--- src/kslp_pkg.sv ---
// Purpose: shared constants and types of the keypad scan and LED driver
// Assumes: byte-wide register access, 8 pins, osc ticks as one-cycle pulses
// Notes:   LED pin registers sit at LED_BASE + pin*8 + field
package kslp_pkg;
	// register offsets
	localparam logic [7:0] ADDR_KEY_CFG  = 8'h14;
	localparam logic [7:0] ADDR_KEY_CODE = 8'h15;
	localparam logic [7:0] ADDR_HIGH_IN  = 8'h2a;
	localparam logic [7:0] ADDR_SW_RESET = 8'h7d;
	localparam logic [1:0] LED_WINDOW    = 2'h2;
	localparam logic [2:0] LED_F_TON     = 3'h0;
	localparam logic [2:0] LED_F_ION     = 3'h1;
	localparam logic [2:0] LED_F_OFF     = 3'h2;
	localparam logic [2:0] LED_F_RISE    = 3'h3;
	localparam logic [2:0] LED_F_FALL    = 3'h4;
	// reset values
	localparam logic [7:0] KEY_CFG_RST   = 8'h00;
	localparam logic [7:0] KEY_CODE_IDLE = 8'hff;
	localparam logic [7:0] HIGH_IN_RST   = 8'h00;
	localparam logic [4:0] TIME5_RST     = 5'h00;
	localparam logic [7:0] ION_RST       = 8'hff;
	localparam logic [7:0] OFF_RST       = 8'h00;
	// software reset key sequence
	localparam logic [7:0] SW_KEY_FIRST  = 8'h12;
	localparam logic [7:0] SW_KEY_SECOND = 8'h34;
	// key config field positions
	localparam int KEY_ROWS_LSB = 5;
	localparam int KEY_COLS_LSB = 3;
	localparam int KEY_TIME_LSB = 0;
	localparam int COL_PIN_BASE = 4;
	// scan time: 1 ms at a 2 MHz oscillator, in oscillator ticks
	localparam int SCAN_BASE_US  = 1000;
	localparam int OSC_REF_MHZ   = 2;
	localparam int SCAN_BASE_OSC = SCAN_BASE_US * OSC_REF_MHZ;
	// led timing
	localparam logic [7:0] PWM_CNT_MAX = 8'hfe;
	localparam logic [1:0] OSC_OFF     = 2'h0;
	localparam logic [7:0] FADE_PINS   = 8'h88;
	typedef enum logic [1:0] {
		LED_OFF  = 2'b00,
		LED_RISE = 2'b01,
		LED_ON   = 2'b10,
		LED_FALL = 2'b11
	} kslp_led_state_t;
	typedef enum logic [1:0] {
		KEY_IDLE = 2'b00,
		KEY_SCAN = 2'b01,
		KEY_HOLD = 2'b10
	} kslp_key_state_t;
endpackage : kslp_pkg

--- src/kslp_led_channel.sv ---
// Purpose: one pin's blink, intensity and fade engine
// Assumes: tick is one pulse per led tick clock period
// Notes:   durations counted in pwm periods of 255 ticks
`timescale 1ns/10ps
module kslp_led_channel #(
	parameter bit FADE_OK = 1'b0
) (
	// clock and reset
	input  wire logic       ref_clk,
	input  wire logic       rst_n,
	input  wire logic       clear,
	// control
	input  wire logic       enable,
	input  wire logic       tick,
	input  wire logic       data_bit,
	input  wire logic       log_mode,
	// settings
	input  wire logic [4:0] ton,
	input  wire logic [7:0] ion,
	input  wire logic [4:0] toff,
	input  wire logic [2:0] ioff,
	input  wire logic [4:0] trise,
	input  wire logic [4:0] tfall,
	// drive
	output logic            pwm_out
);
	kslp_pkg::kslp_led_state_t state, next_state;
	logic [7:0]  pwm_cnt, next_pwm_cnt, level, next_level, off_lvl, out_lvl;
	logic [13:0] dur_cnt, next_dur_cnt, on_len, off_len;
	logic [8:0]  step_cnt, next_step_cnt, rise_step, fall_step;
	logic        data_q, next_pwm_out, period_end, start_on, end_on;
	logic [15:0] squared;

	always_comb
	begin
		off_lvl = {ioff, 2'b00};
		on_len = ton[4] ? {ton, 9'h000} : {3'h0, ton, 6'h00};
		off_len = toff[4] ? {toff, 9'h000} : {3'h0, toff, 6'h00};
		rise_step = trise[4] ? {trise, 4'h0} : {4'h0, trise};
		fall_step = tfall[4] ? {tfall, 4'h0} : {4'h0, tfall};
		period_end = tick && pwm_cnt == kslp_pkg::PWM_CNT_MAX;
		// static mode follows data; single shot waits for a falling data bit
		start_on = !data_bit && (ton == 5'h00 || (toff == 5'h00 ?
			data_q : dur_cnt >= off_len));
		end_on = data_bit || (ton != 5'h00 && dur_cnt >= on_len);
		next_state = state;
		next_level = level;
		next_step_cnt = step_cnt;
		next_pwm_cnt = !tick ? pwm_cnt :
			(pwm_cnt == kslp_pkg::PWM_CNT_MAX ? 8'h00 : pwm_cnt + 8'h01);
		next_dur_cnt = (period_end && dur_cnt != 14'h3fff) ?
			dur_cnt + 14'h0001 : dur_cnt;
		unique case (state)
			kslp_pkg::LED_OFF:
			begin
				next_level = off_lvl;
				if (start_on)
				begin
					next_dur_cnt = 14'h0000;
					next_step_cnt = 9'h000;
					next_state = trise != 5'h00 ? kslp_pkg::LED_RISE
						: kslp_pkg::LED_ON;
				end
			end
			kslp_pkg::LED_RISE:
			begin
				if (level >= ion || data_bit)
				begin
					next_state = kslp_pkg::LED_ON;
					next_dur_cnt = 14'h0000;
				end
				else if (period_end)
				begin
					next_step_cnt = step_cnt + 9'h001;
					if (step_cnt + 9'h001 >= rise_step)
					begin
						next_step_cnt = 9'h000;
						next_level = level + 8'h01;
					end
				end
			end
			kslp_pkg::LED_ON:
			begin
				next_level = ion;
				if (end_on)
				begin
					next_dur_cnt = 14'h0000;
					next_step_cnt = 9'h000;
					next_state = tfall != 5'h00 ? kslp_pkg::LED_FALL
						: kslp_pkg::LED_OFF;
				end
			end
			kslp_pkg::LED_FALL:
			begin
				if (level <= off_lvl)
				begin
					next_state = kslp_pkg::LED_OFF;
					next_dur_cnt = 14'h0000;
				end
				else if (period_end)
				begin
					next_step_cnt = step_cnt + 9'h001;
					if (step_cnt + 9'h001 >= fall_step)
					begin
						next_step_cnt = 9'h000;
						next_level = level - 8'h01;
					end
				end
			end
		endcase
		squared = {8'h00, level} * {8'h00, level};
		// log curve is a square law; only fade capable pins use it
		out_lvl = (FADE_OK && log_mode) ? squared[15:8] : level;
		next_pwm_out = enable && pwm_cnt < out_lvl;
		if (!enable || clear)
		begin
			next_state = kslp_pkg::LED_OFF;
			next_level = off_lvl;
			next_pwm_cnt = 8'h00;
			next_dur_cnt = 14'h0000;
			next_step_cnt = 9'h000;
		end
	end

	always_ff @(posedge ref_clk or negedge rst_n)
	begin
		if (!rst_n)
		begin
			state <= kslp_pkg::LED_OFF;
			level <= 8'h00;
			pwm_cnt <= 8'h00;
			dur_cnt <= 14'h0000;
			step_cnt <= 9'h000;
			data_q <= 1'b1;
			pwm_out <= 1'b0;
		end
		else
		begin
			state <= next_state;
			level <= next_level;
			pwm_cnt <= next_pwm_cnt;
			dur_cnt <= next_dur_cnt;
			step_cnt <= next_step_cnt;
			data_q <= data_bit;
			pwm_out <= next_pwm_out;
		end
	end
endmodule : kslp_led_channel

--- src/kslp_engine.sv ---
// Purpose: keypad scan engine, led driver registers and software reset
// Assumes: register access decoded by the serial front end, one byte a cycle
// Notes:   scan and led timing advance on oscillator tick pulses
// What this block does
// - Two-bit row field: 00 disables scan, else 2, 3 or 4 rows.
// - Two-bit column field selects 1 to 4 columns from pin 4 up.
// - Row scan time 1 ms doubling per code to 128 ms.
// - Key code is active low, one row and one column zero; idles 0xFF.
// - Reading the key code clears it, releases the irq, resumes scanning.
// - Zero on-time means static mode driven by the pin data bit.
// - On-time 1-15 gives 64*v*255 ticks, 16-31 gives 512*v*255.
// - On level is the intensity byte, log mapped on fade pins.
// - Zero off-time means single shot mode driven by the data bit.
// - Off-time 1-15 gives 64*v*255 ticks, 16-31 gives 512*v*255.
// - Off level is four times the three-bit off intensity.
// - Fade-in zero disables; else step time v, sixteenfold above 15.
// - Fade-out zero disables; else step time v, sixteenfold above 15.
// - Writing 0x12 then 0x34 resets all state; register reads zero.
// - Led tick is osc divided by 2^(field-1); zero field disables.
// - Oscillator source off disables led driver and keypad engine.
// - Led driver acts only on output pins with led enable set.
`timescale 1ns/10ps
module kslp_engine #(
	parameter int         N_PINS    = 8,
	parameter int         SCAN_BASE = kslp_pkg::SCAN_BASE_OSC,
	parameter logic [7:0] FADE_MASK = kslp_pkg::FADE_PINS
) (
	// clock and reset
	input  wire logic       ref_clk,
	input  wire logic       rst_n,
	// register access
	input  wire logic [7:0] reg_addr,
	input  wire logic [7:0] reg_wdata,
	input  wire logic       reg_wr,
	input  wire logic       reg_rd,
	output logic      [7:0] reg_rdata,
	// device settings
	input  wire logic       osc_tick,
	input  wire logic [1:0] osc_source,
	input  wire logic [2:0] led_clk_div,
	input  wire logic       log_mode_a,
	input  wire logic       log_mode_b,
	input  wire logic [7:0] led_enable_bits,
	input  wire logic [7:0] pin_dir,
	input  wire logic [7:0] pin_data_bits,
	input  wire logic [7:0] pin_in,
	// pin drive
	output logic      [7:0] led_drive,
	output logic      [7:0] led_active,
	output logic      [3:0] row_drive,
	output logic      [3:0] row_oe_n,
	// status
	output logic            irq_out_n,
	output logic      [7:0] high_input_enable,
	output logic            device_reset_req
);
	if (N_PINS != 8)
		$error("kslp_engine serves exactly eight pins");
	if (SCAN_BASE < 1 || SCAN_BASE > 2047)
		$error("kslp_engine scan base out of counter range");

	localparam logic [17:0] SCAN_BASE_W = 18'(SCAN_BASE);
	localparam int KEY_ROWS_HI = kslp_pkg::KEY_ROWS_LSB + 1;
	localparam int KEY_COLS_HI = kslp_pkg::KEY_COLS_LSB + 1;
	localparam int KEY_TIME_HI = kslp_pkg::KEY_TIME_LSB + 2;

	logic [7:0]  key_cfg, next_key_cfg, next_high_in, next_rdata;
	logic [7:0]  key_code, next_key_code;
	logic        sw_armed, next_sw_armed, sw_rst, next_sw_rst;
	logic        osc_on, wr_key_cfg, rd_key_code;
	logic [4:0]  led_ton   [8];
	logic [7:0]  led_ion   [8];
	logic [7:0]  led_off   [8];
	logic [4:0]  led_rise  [8];
	logic [4:0]  led_fall  [8];
	logic        led_sel;
	logic [2:0]  led_pin, led_field;

	always_comb
	begin
		osc_on = osc_source != kslp_pkg::OSC_OFF;
		led_sel = reg_addr[7:6] == kslp_pkg::LED_WINDOW;
		led_pin = reg_addr[5:3];
		led_field = reg_addr[2:0];
		wr_key_cfg = reg_wr && reg_addr == kslp_pkg::ADDR_KEY_CFG;
		rd_key_code = reg_rd && reg_addr == kslp_pkg::ADDR_KEY_CODE;
		next_key_cfg = wr_key_cfg ? reg_wdata : key_cfg;
		next_high_in = (reg_wr && reg_addr == kslp_pkg::ADDR_HIGH_IN) ?
			reg_wdata : high_input_enable;
		// any write between the two keys breaks the sequence
		next_sw_armed = reg_wr ? (reg_addr == kslp_pkg::ADDR_SW_RESET &&
			reg_wdata == kslp_pkg::SW_KEY_FIRST) : sw_armed;
		next_sw_rst = reg_wr && sw_armed &&
			reg_addr == kslp_pkg::ADDR_SW_RESET &&
			reg_wdata == kslp_pkg::SW_KEY_SECOND;
		next_rdata = 8'h00;
		if (reg_rd)
		begin
			if (led_sel)
			begin
				unique case (led_field)
					kslp_pkg::LED_F_TON:  next_rdata = {3'h0, led_ton[led_pin]};
					kslp_pkg::LED_F_ION:  next_rdata = led_ion[led_pin];
					kslp_pkg::LED_F_OFF:  next_rdata = led_off[led_pin];
					kslp_pkg::LED_F_RISE: next_rdata = {3'h0, led_rise[led_pin]};
					kslp_pkg::LED_F_FALL: next_rdata = {3'h0, led_fall[led_pin]};
					default:              next_rdata = 8'h00;
				endcase
			end
			else if (reg_addr == kslp_pkg::ADDR_KEY_CFG)
				next_rdata = key_cfg;
			else if (reg_addr == kslp_pkg::ADDR_KEY_CODE)
				next_rdata = key_code;
			else if (reg_addr == kslp_pkg::ADDR_HIGH_IN)
				next_rdata = high_input_enable;
			// reset register and unmapped addresses read zero
		end
	end

	always_ff @(posedge ref_clk or negedge rst_n)
	begin
		if (!rst_n)
		begin
			key_cfg <= kslp_pkg::KEY_CFG_RST;
			high_input_enable <= kslp_pkg::HIGH_IN_RST;
			sw_armed <= 1'b0;
			sw_rst <= 1'b0;
			device_reset_req <= 1'b0;
			reg_rdata <= 8'h00;
		end
		else if (sw_rst)
		begin
			key_cfg <= kslp_pkg::KEY_CFG_RST;
			high_input_enable <= kslp_pkg::HIGH_IN_RST;
			sw_armed <= 1'b0;
			sw_rst <= 1'b0;
			device_reset_req <= 1'b0;
			reg_rdata <= 8'h00;
		end
		else
		begin
			key_cfg <= next_key_cfg;
			high_input_enable <= next_high_in;
			sw_armed <= next_sw_armed;
			sw_rst <= next_sw_rst;
			device_reset_req <= next_sw_rst;
			reg_rdata <= next_rdata;
		end
	end

	// keypad scan
	kslp_pkg::kslp_key_state_t key_state, next_key_state;
	logic [1:0]  row_idx, next_row_idx, rows_f, cols_f;
	logic [17:0] scan_cnt, next_scan_cnt, scan_len;
	logic [3:0]  row_en, col_en, col_hit, next_row_drive, next_row_oe_n;
	logic        scan_en, next_irq_n;
	logic [1:0]  hit_col;

	always_comb
	begin
		rows_f = key_cfg[KEY_ROWS_HI:kslp_pkg::KEY_ROWS_LSB];
		cols_f = key_cfg[KEY_COLS_HI:kslp_pkg::KEY_COLS_LSB];
		scan_len = SCAN_BASE_W << key_cfg[KEY_TIME_HI:kslp_pkg::KEY_TIME_LSB];
		row_en = 4'((5'b00010 << rows_f) - 5'b00001);
		col_en = 4'((5'b00010 << cols_f) - 5'b00001);
		scan_en = rows_f != 2'b00 && osc_on;
		col_hit = ~pin_in[kslp_pkg::COL_PIN_BASE +: 4] & col_en;
		hit_col = 2'd0;
		for (int c = 3; c >= 0; c--)
			if (col_hit[c])
				hit_col = 2'(c);
		next_key_state = key_state;
		next_key_code = key_code;
		next_row_idx = row_idx;
		next_scan_cnt = scan_cnt;
		next_irq_n = irq_out_n;
		if (rd_key_code)
		begin
			next_key_code = kslp_pkg::KEY_CODE_IDLE;
			next_irq_n = 1'b1;
			if (key_state == kslp_pkg::KEY_HOLD)
			begin
				next_key_state = kslp_pkg::KEY_SCAN;
				next_scan_cnt = 18'h0_0000;
			end
		end
		unique case (key_state)
			kslp_pkg::KEY_IDLE:
			begin
				next_row_idx = 2'd0;
				next_scan_cnt = 18'h0_0000;
				if (scan_en)
					next_key_state = kslp_pkg::KEY_SCAN;
			end
			kslp_pkg::KEY_SCAN:
			begin
				if (osc_tick)
					next_scan_cnt = scan_cnt + 18'h0_0001;
				if (osc_tick && scan_cnt + 18'h0_0001 >= scan_len)
				begin
					next_scan_cnt = 18'h0_0000;
					if (col_hit != 4'h0)
					begin
						// set wins over a read in the same cycle
						next_key_code = ~(8'(8'h10 << hit_col) |
							8'(8'h01 << row_idx));
						next_irq_n = 1'b0;
						next_key_state = kslp_pkg::KEY_HOLD;
					end
					else
						next_row_idx = row_idx == rows_f ? 2'd0
							: row_idx + 2'd1;
				end
			end
			kslp_pkg::KEY_HOLD:
			begin
			end
			default:
				next_key_state = kslp_pkg::KEY_IDLE;
		endcase
		if (!scan_en)
		begin
			next_key_state = kslp_pkg::KEY_IDLE;
			next_row_idx = 2'd0;
			next_scan_cnt = 18'h0_0000;
		end
		next_row_drive = ~(4'h1 << next_row_idx);
		next_row_oe_n = next_key_state == kslp_pkg::KEY_IDLE ? 4'hf : ~row_en;
	end

	always_ff @(posedge ref_clk or negedge rst_n)
	begin
		if (!rst_n)
		begin
			key_state <= kslp_pkg::KEY_IDLE;
			key_code <= kslp_pkg::KEY_CODE_IDLE;
			row_idx <= 2'd0;
			scan_cnt <= 18'h0_0000;
			irq_out_n <= 1'b1;
			row_drive <= 4'hf;
			row_oe_n <= 4'hf;
		end
		else if (sw_rst)
		begin
			key_state <= kslp_pkg::KEY_IDLE;
			key_code <= kslp_pkg::KEY_CODE_IDLE;
			row_idx <= 2'd0;
			scan_cnt <= 18'h0_0000;
			irq_out_n <= 1'b1;
			row_drive <= 4'hf;
			row_oe_n <= 4'hf;
		end
		else
		begin
			key_state <= next_key_state;
			key_code <= next_key_code;
			row_idx <= next_row_idx;
			scan_cnt <= next_scan_cnt;
			irq_out_n <= next_irq_n;
			row_drive <= next_row_drive;
			row_oe_n <= next_row_oe_n;
		end
	end

	// led tick divider
	logic [5:0] div_cnt, next_div_cnt, div_last;
	logic       led_tick, next_led_tick, led_run;

	always_comb
	begin
		led_run = osc_on && led_clk_div != 3'h0;
		div_last = 6'((7'h01 << (led_clk_div - 3'h1)) - 7'h01);
		next_div_cnt = div_cnt;
		next_led_tick = 1'b0;
		if (!led_run)
			next_div_cnt = 6'h00;
		else if (osc_tick)
		begin
			next_led_tick = div_cnt >= div_last;
			next_div_cnt = div_cnt >= div_last ? 6'h00 : div_cnt + 6'h01;
		end
	end

	always_ff @(posedge ref_clk or negedge rst_n)
	begin
		if (!rst_n)
		begin
			div_cnt <= 6'h00;
			led_tick <= 1'b0;
		end
		else
		begin
			div_cnt <= sw_rst ? 6'h00 : next_div_cnt;
			led_tick <= sw_rst ? 1'b0 : next_led_tick;
		end
	end

	// per pin led registers and engines
	for (genvar p = 0; p < 8; p++)
	begin : g_pin
		logic       wr_pin, next_act;
		logic [4:0] next_ton, next_rise, next_fall;
		logic [7:0] next_ion, next_off;

		always_comb
		begin
			wr_pin = reg_wr && led_sel && led_pin == 3'(p);
			next_ton = (wr_pin && led_field == kslp_pkg::LED_F_TON) ?
				reg_wdata[4:0] : led_ton[p];
			next_ion = (wr_pin && led_field == kslp_pkg::LED_F_ION) ?
				reg_wdata : led_ion[p];
			next_off = (wr_pin && led_field == kslp_pkg::LED_F_OFF) ?
				reg_wdata : led_off[p];
			next_rise = (wr_pin && led_field == kslp_pkg::LED_F_RISE) ?
				reg_wdata[4:0] : led_rise[p];
			next_fall = (wr_pin && led_field == kslp_pkg::LED_F_FALL) ?
				reg_wdata[4:0] : led_fall[p];
			next_act = led_run && led_enable_bits[p] && !pin_dir[p];
		end

		always_ff @(posedge ref_clk or negedge rst_n)
		begin
			if (!rst_n)
			begin
				led_ton[p] <= kslp_pkg::TIME5_RST;
				led_ion[p] <= kslp_pkg::ION_RST;
				led_off[p] <= kslp_pkg::OFF_RST;
				led_rise[p] <= kslp_pkg::TIME5_RST;
				led_fall[p] <= kslp_pkg::TIME5_RST;
				led_active[p] <= 1'b0;
			end
			else
			begin
				led_ton[p] <= sw_rst ? kslp_pkg::TIME5_RST : next_ton;
				led_ion[p] <= sw_rst ? kslp_pkg::ION_RST : next_ion;
				led_off[p] <= sw_rst ? kslp_pkg::OFF_RST : next_off;
				led_rise[p] <= sw_rst ? kslp_pkg::TIME5_RST : next_rise;
				led_fall[p] <= sw_rst ? kslp_pkg::TIME5_RST : next_fall;
				led_active[p] <= sw_rst ? 1'b0 : next_act;
			end
		end

		kslp_led_channel #(
			.FADE_OK (FADE_MASK[p])
		) u_chan (
			.ref_clk  (ref_clk),
			.rst_n    (rst_n),
			.clear    (sw_rst),
			.enable   (led_active[p]),
			.tick     (led_tick),
			.data_bit (pin_data_bits[p]),
			.log_mode (p < 4 ? log_mode_a : log_mode_b),
			.ton      (led_ton[p]),
			.ion      (led_ion[p]),
			.toff     (led_off[p][7:3]),
			.ioff     (led_off[p][2:0]),
			.trise    (led_rise[p]),
			.tfall    (led_fall[p]),
			.pwm_out  (led_drive[p])
		);
	end
endmodule : kslp_engine

--- config.mk ---
export PLATFORM = sky130hd
export DESIGN_NAME = kslp_engine
export DESIGN_NICKNAME = d
export VERILOG_FILES = /design/src/kslp_pkg.sv /design/src/kslp_led_channel.sv /design/src/kslp_engine.sv
export SDC_FILE = /design/constraint.sdc
export NUM_CORES = 2
export LEC_CHECK = 0
export BUFFER_PORTS_ARGS = -buffer_cell sky130_fd_sc_hd__clkbuf_2
export CORE_MARGIN = 4
export CORE_UTILIZATION = 40
export CTS_BUF_LIST = sky130_fd_sc_hd__clkbuf_16
export DETAILED_ROUTE_END_ITERATION = 16
export HOLD_SLACK_MARGIN = 0.12
export PLACE_DENSITY = 0.65
export SYNTH_ARGS = -nofsm -noshare
export SYNTH_HDL_FRONTEND = slang
export SYNTH_HIERARCHICAL = 1
export SYNTH_SLANG_ARGS = --single-unit
--- constraint.sdc ---
create_clock -name ref_clk -period 5.7 [get_ports ref_clk]
set_input_delay 0.57 -clock ref_clk [delete_from_list [all_inputs] [get_ports ref_clk]]
set_output_delay 0.57 -clock ref_clk [all_outputs]
set_load 0.05 [all_outputs]
======== Word-level counts from Yosys, hierarchy flattened ========
Index checks and enable logic that the tools add are counted.
cells by class
  add/sub/neg operators ................... 47
  $mul .................................... 2
  $lt $le $gt $ge ......................... 59
  eq/ne operators ......................... 142
  shifts and indexed selects .............. 7
  mux-type cells .......................... 491
  bitwise gates (word level) .............. 7
  reductions and logical operators ........ 302
operators with widths
  kind                   number
  $mux 8                 133
  $mux 14                64
  $mux 9                 88
  $pmux 14 s4            8
  $pmux 9 s4             8
  $mux 5                 54
  $pmux 8 s4             8
  $ge 14x14->1           16
  $ne 3x1->1 const B     64
  $ge 9x9->1             16
  $mux 2                 71
  $add 8x1->8 const B    16
  $reduce_bool 5->1      24
  $logic_and 1x1->1      115
  $add 14x1->14 const B  8
  $ne 14x14->1 const B   8
  $mux 18                6
  $reduce_bool 2->1      53
  $reduce_and 6->1       16
  $logic_not 5->1        16
  $add 9x1->9 const B    8
  $eq 8x8->1 const B     8
  $ge 8x8->1             8
  $le 8x5->1             8
  other kinds (50)       233
word-level totals
  register bits after elaboration ......... 672
  bits of input ports ..................... 60
  output and inout bits ................... 42
  logic and storage cells ................. 1175

======== Longest topological paths before layout ========
  depth in word-level cells ............... 14
  gate-level depth with buffers ........... 24
  depth with buffers taken out ............ 23

======== Cells and area by module ========
The synthesis kept the hierarchy.
modules (own cells, without submodules)
  module                                  instances  cells each  area an instance (sq um)  sequential area each (sq um)
  kslp_engine                             1          1786        17103.9                   8309.2
  kslp_led_channel (g_pin[4].u_chan ...)  2          471         3967.6                    1077.3
  kslp_led_channel (g_pin[7].u_chan)      1          661         5539.1                    1077.3
  kslp_led_channel (g_pin[3].u_chan)      1          648         5475.3                    1077.3
  kslp_led_channel (g_pin[2].u_chan)      1          464         4058.9                    1077.3
  kslp_led_channel (g_pin[0].u_chan)      1          482         4036.4                    1077.3
  kslp_led_channel (g_pin[6].u_chan)      1          474         4036.4                    1077.3
  kslp_led_channel (g_pin[1].u_chan)      1          461         3937.5                    1077.3

======== Worst setup path after synthesis ========
OpenSTA, ideal clock, no wires.
  kind .................................... register to register
  from .................................... register g_pin[7].u_chan.level[5]
  to ...................................... register g_pin[7].u_chan.pwm_out
  setup time .............................. 0.083 ns
  data arrival time ....................... 5.431 ns
  data required time ...................... 5.617 ns
  slack ................................... 0.186 ns
  stages on the path, launching flop included .. 22
  buffers on the path ..................... 1
  clock period less this slack ............ 5.514 ns
  cell sequence ........................... dfrtp_1 -> clkbuf_1 -> inv_1 -> nor2_1 -> fa_1 -> fa_1 -> inv_1 -> fa_1 -> fa_1 -> inv_1 -> ha_1 -> or2_2 -> o311ai_0 -> o21ai_0 -> a21oi_1 -> xnor2_1 -> mux2i_1 -> ha_1 -> a21o_1 -> a21oi_1 -> nand3b_1 -> o21ai_0
between the ends
  word-level cells in the longest chain between the ends .. 4
ends and longest elaborated chain
  element                           RTL line                 RTL
  from (decl)                       kslp_led_channel.sv:28   logic [7:0] pwm_cnt, next_pwm_cnt, level, next_level, off_lvl, out_lvl;
  from (signal assigned)            kslp_led_channel.sv:140  level <= next_level;
  $mul 8x8->16                      kslp_led_channel.sv:111  squared = {8'h00, level} * {8'h00, level};
  $mux 8 (*)                        kslp_led_channel.sv:113  out_lvl = (FADE_OK && log_mode) ? squared[15:8] : level;
  $lt 8x8->1 (*)                    kslp_led_channel.sv:114  next_pwm_out = enable && pwm_cnt < out_lvl;
  $logic_and 1x1->1 (*)             kslp_led_channel.sv:114
  net g_pin[7].u_chan.next_pwm_out  kslp_led_channel.sv:31   logic data_q, next_pwm_out, period_end, start_on, end_on;
  to (signal assigned)              kslp_led_channel.sv:145  pwm_out <= next_pwm_out;
  to (decl)                         kslp_led_channel.sv:25   output logic pwm_out
Mark *: on every way through the listed nets, which the timed path passes. The rest lies on a longest branch.
A chain may end at the register's enable or synchronous reset.

======== Worst setup path after layout ========
  from .................................... register g_pin[3].u_chan.level[7]
  to ...................................... register g_pin[3].u_chan.pwm_out
between the ends
  word-level cells in the longest chain between the ends .. 4
ends and longest elaborated chain
  element                           RTL line
  from (decl)                       kslp_led_channel.sv:28
  from (signal assigned)            kslp_led_channel.sv:140
  $mul 8x8->16                      kslp_led_channel.sv:111
  $mux 8 (*)                        kslp_led_channel.sv:113
  $lt 8x8->1 (*)                    kslp_led_channel.sv:114
  $logic_and 1x1->1 (*)             kslp_led_channel.sv:114
  net g_pin[3].u_chan.next_pwm_out  kslp_led_channel.sv:31
  to (signal assigned)              kslp_led_channel.sv:145
  to (decl)                         kslp_led_channel.sv:25
Marked as above.

==> key figures <==
Outcome
  – Status: complete, no violations

Clocking
  – Clk slew on worst S/H paths: around 0.060 ns
  – Clk_lat worst skew: between 0.6 and 0.7 ns
  – Max clock buf depth: 3
  – H-tree levels: 3
  – Clock buffer count from CTS: a little over 80
  – CTS tree: built
  – Root Buffer Master: clkbuf_16
  – Num Clock Sinks: between 600 and 700

Synthesis
  – Syn avg cell area: 8.81 um2
  – Post-synth net total: 6598
  – Area contributors post-synth: dfrtp_1, ha_1, nand2_1
  – Sequential area share after synthesis: around a third
  – Top cell type's share of synthesized area: 28.0%
  – Async SR Flop Fraction: 100%
  – Synth Warn #: 6
  – Top_reg_cell synth: dfrtp_1
  – EDFF count, synth: 0
  – Gate Count Post-Synth: 5918
  – Synth area leader: dfrtp_1
  – Mapped Area: 0.0521 mm2
  – Post-synthesis register bit count: 672
  – Yosys cell types: 131

Floorplanning
  – DIE HEIGHT: 369 um
  – Cell row count: approximately 130
  – Die width: roughly 370 um
  – Die Footprint: around 0.14 mm2
  – Starting Density: 40.3%
  – Core Footprint: between 0.1 and 0.15 mm2
  – Io pins: a little over 100

Placement
  – IO Port Bufs: 97
  – RePlAce Congestion: between 0.9 and 1
  – Place WS: between 0.1 and 0.15 ns
  – Hpwl dp: 113000 um

Critical path
  – Reg2reg end: g_pin[3].u_chan/pwm_out
  – Startpoint Class: flop
  – Critical path, cell by cell: buf_4, and2_1, fa_1, fa_1, inv_1, fa_1, fa_1, inv_1, ha_1, nand2_1, o31a_1, o21ai_1, o21a_1, o21ai_1, and4_1, nor3_1, ha_1, nand4_1, nand4b_1, a21oi_1
  – Reg-to-reg critical path startpoint: g_pin[3].u_chan/level[7]
  – Crit-path max FO: 13
  – Worst EP arrival: 5.92 ns
  – Required @ worst endpoint: ~6.3 ns
  – Reg2Reg Depth: 20
  – Cell with the most instances on the worst path: fa_1
  – Critical path capture point type: flop
  – Largest stage delay, worst path: roughly 0.55 ns
  – CP Class: flop to flop
  – Cell at the slowest stage of the critical path: fa_1
  – FF-to-FF setup slack: approximately 0.37 ns

Timing
  – # setup viols final: 0
  – Tcrit/Tclk final: about 93%
  – Setup TNS: 0 ns
  – Worst slew margin: 14.4%
  – Hold WS: ~0.21 ns
  – Crit path time final: between 5 and 6 ns
  – RSZ-0062 raised after global routing: false
  – Worst Max-Slew Pin Slew: about 1.3 ns
  – Hold Vio Cnt, Final: 0
  – Setup slack after layout: about 0.37 ns
  – Worst Clk Skew: slightly below 0.03 ns
  – Max-slew violations: 0
  – FMAX: 0.188 GHz

Power and ir drop
  – Power per standard cell area: 211 mW/mm2
  – LEAKAGE: 25.6 nW
  – VDD IR-drop max: between 0.0002 and 0.00025 V

Final layout
  – Share of layout cells above drive strength 1: around a tenth
  – FF/Latch Area: roughly 0.017 mm2
  – Area grow syn2layout: 10.4%
  – Area of the multi-input gates: approximately 0.033 mm2
  – Commonest non-fill, non-tap cell in the layout: nand2_1
  – Most frequent cells in the layout: nand2_1, dfrtp_1, ha_1
  – Post-Route Utilization: 44.4%
  – Nets: 6626
  – Fill count: between 10000 and 15000

Detailed routing
  – Detailed-route via count: 45200
  – Residual DRC: 0
  – Detailed Route WL: 155000 um
  – 1st-pass router iterations: 6
  – Initial DRC count: 4201
  – Vias per inst: 5.82
  – Wire per inst: about 20 um
  – DRT antenna net count: 0

Global route
  – First-pass GRT wire length: between 200000 and 250000 um
  – Vias in the first global route: between 40000 and 50000
  – Initial antenna violation count: 7
  – Total GRT Usage: roughly 22%
  – Largest net degree at the start of global routing: 150
  – Total gr overflow: 0

Run
  – Max Cap Violations: 0

Hold path
  – Hold depth: 3
  – Worst Hold Class: input pin to flop
  – Min-delay src: reg_rd
  – Hold EP: reg_rdata[6]
[flip-flops by register name, summed over array words and instances, names as in the netlist, 40 cells and up]
register and flops:
led_ion 64, led_ton 40, g_pin.u_chan/dur_cnt 112, g_pin.u_chan/pwm_cnt 64, led_off 64, g_pin.u_chan/step_cnt 72
led_rise 40, g_pin.u_chan/level 64, led_fall 40
[report_power, final]
| part | switching (mW) | internal [mW] | total, mW | leakage [nW] |
|---|---|---|---|---|
| clock network | 2.24 | 3.31 | 5.55 | 1.41 |
| logic | 0.859 | 0.516 | 1.37 | 15.1 |
| registers | 0.293 | 4.94 | 5.23 | 9.02 |
| total | 3.40 | 8.76 | 12.2 | 25.6 |
[how the worst max path moves through the flow]
stage | start | endpoint | slack (ns)
floorplan | g_pin[7].u_chan/level[5] | g_pin[7].u_chan/pwm_out | 0.19
global placement | g_pin[7].u_chan/level[4] | g_pin[7].u_chan/pwm_out | 0.19
detailed placement | g_pin[7].u_chan/level[4] | g_pin[7].u_chan/pwm_out | 0.14
CTS | g_pin[7].u_chan/level[4] | g_pin[7].u_chan/pwm_out | 0.12
global route | g_pin[3].u_chan/level[7] | g_pin[3].u_chan/pwm_out | 0.02
finish | g_pin[3].u_chan/level[7] | g_pin[3].u_chan/pwm_out | 0.37
[cell families (layout without fill, tap and decap cells)]
| group | after synthesis | in the layout | synth area share (%) |
|---|---|---|---|
| xor gates and xnor gates | 267 | 267 | 4.52 |
| DFF | 672 | 672 | 32.5 |
| muxes | 215 | 215 | 5.67 |
| other | 1 | 5 | 0.00719 |
| AOI/OAI and AO/OA | 1304 | 1304 | 16.4 |
| and+or+nand+nor | 2218 | 2218 | 20.5 |
| adders and majority gates | 626 | 626 | 15.8 |
| buffers and inverters | 615 | 712 | 4.60 |
[layout make-up]
cell class                 count  area share (%)
sequential                   672            29.4
clock buffer                  87            3.78
multi-input combinational   4631            57.1
tap                         1742            3.79
clock inverter                67            1.12
antenna                        4          0.0174
timing repair buffer         199            2.42
inverter                     359            2.34
[Yosys cell counts (all sizes together) (49+ instances only)]
| cell type | n |
|---|---|
| nand4 | 69 |
| a21o | 96 |
| clkbuf | 206 |
| mux2i | 137 |
| mux4 | 62 |
| a21oi | 389 |
| xnor2 | 157 |
| xor2 | 109 |
| nor2b | 93 |
| inv | 358 |
| dfrtp | 583 |
| a31oi | 61 |
| nand2b | 72 |
| nand3 | 369 |
| nor3 | 110 |
| buf | 50 |
| fa | 56 |
| and2 | 49 |
| ha | 564 |
| o21ai | 304 |
| nor2 | 489 |
| dfstp | 89 |
| nand2 | 732 |
[metal layers]
layer  global-route usage (%)  up-vias  part of all wire (%)
met1                     30.6    21900                    43
met2                     35.8     1607                    45
met3                     4.14      383                   8.0
met4                     8.20        2                   4.0
met5                        0        -                0.0084
li1                         -    21300                     -
[stage by stage]
step / power, mW / cell area, um2 / cells
3_3_place_gp: 6.61 / 54400 / 7577
3_5_place_dp: 6.65 / 54400 / 7577
4_1_cts: 12.3 / 57500 / 7756
2_1_floorplan: 6.07 / 52100 / 5918
5_1_grt: 12.6 / 57500 / 7759
6_report: 12.2 / 57500 / 7761
[critical path, delay by kind of cell (launching register included)]
family	cells	cell delay (ns)
and+or+nand+nor	6	0.88
DFF	1	0.37
adders and majority gates	6	2.74
AOI/OAI and AO/OA	5	0.99
buffers and inverters	3	0.28
[what timing repair did]
| action | 4_1_cts | 5_1_grt |
|---|---|---|
| setup endpoints to repair | 0 | 2 |
| hold buffers | 25 | 0 |
| resized for setup | 0 | 9 |
| endpoints found under the hold margin | 77 | 0 |
| buffers inserted | 0 | 1 |
Note: power is estimated with default switching activity, not from simulation.
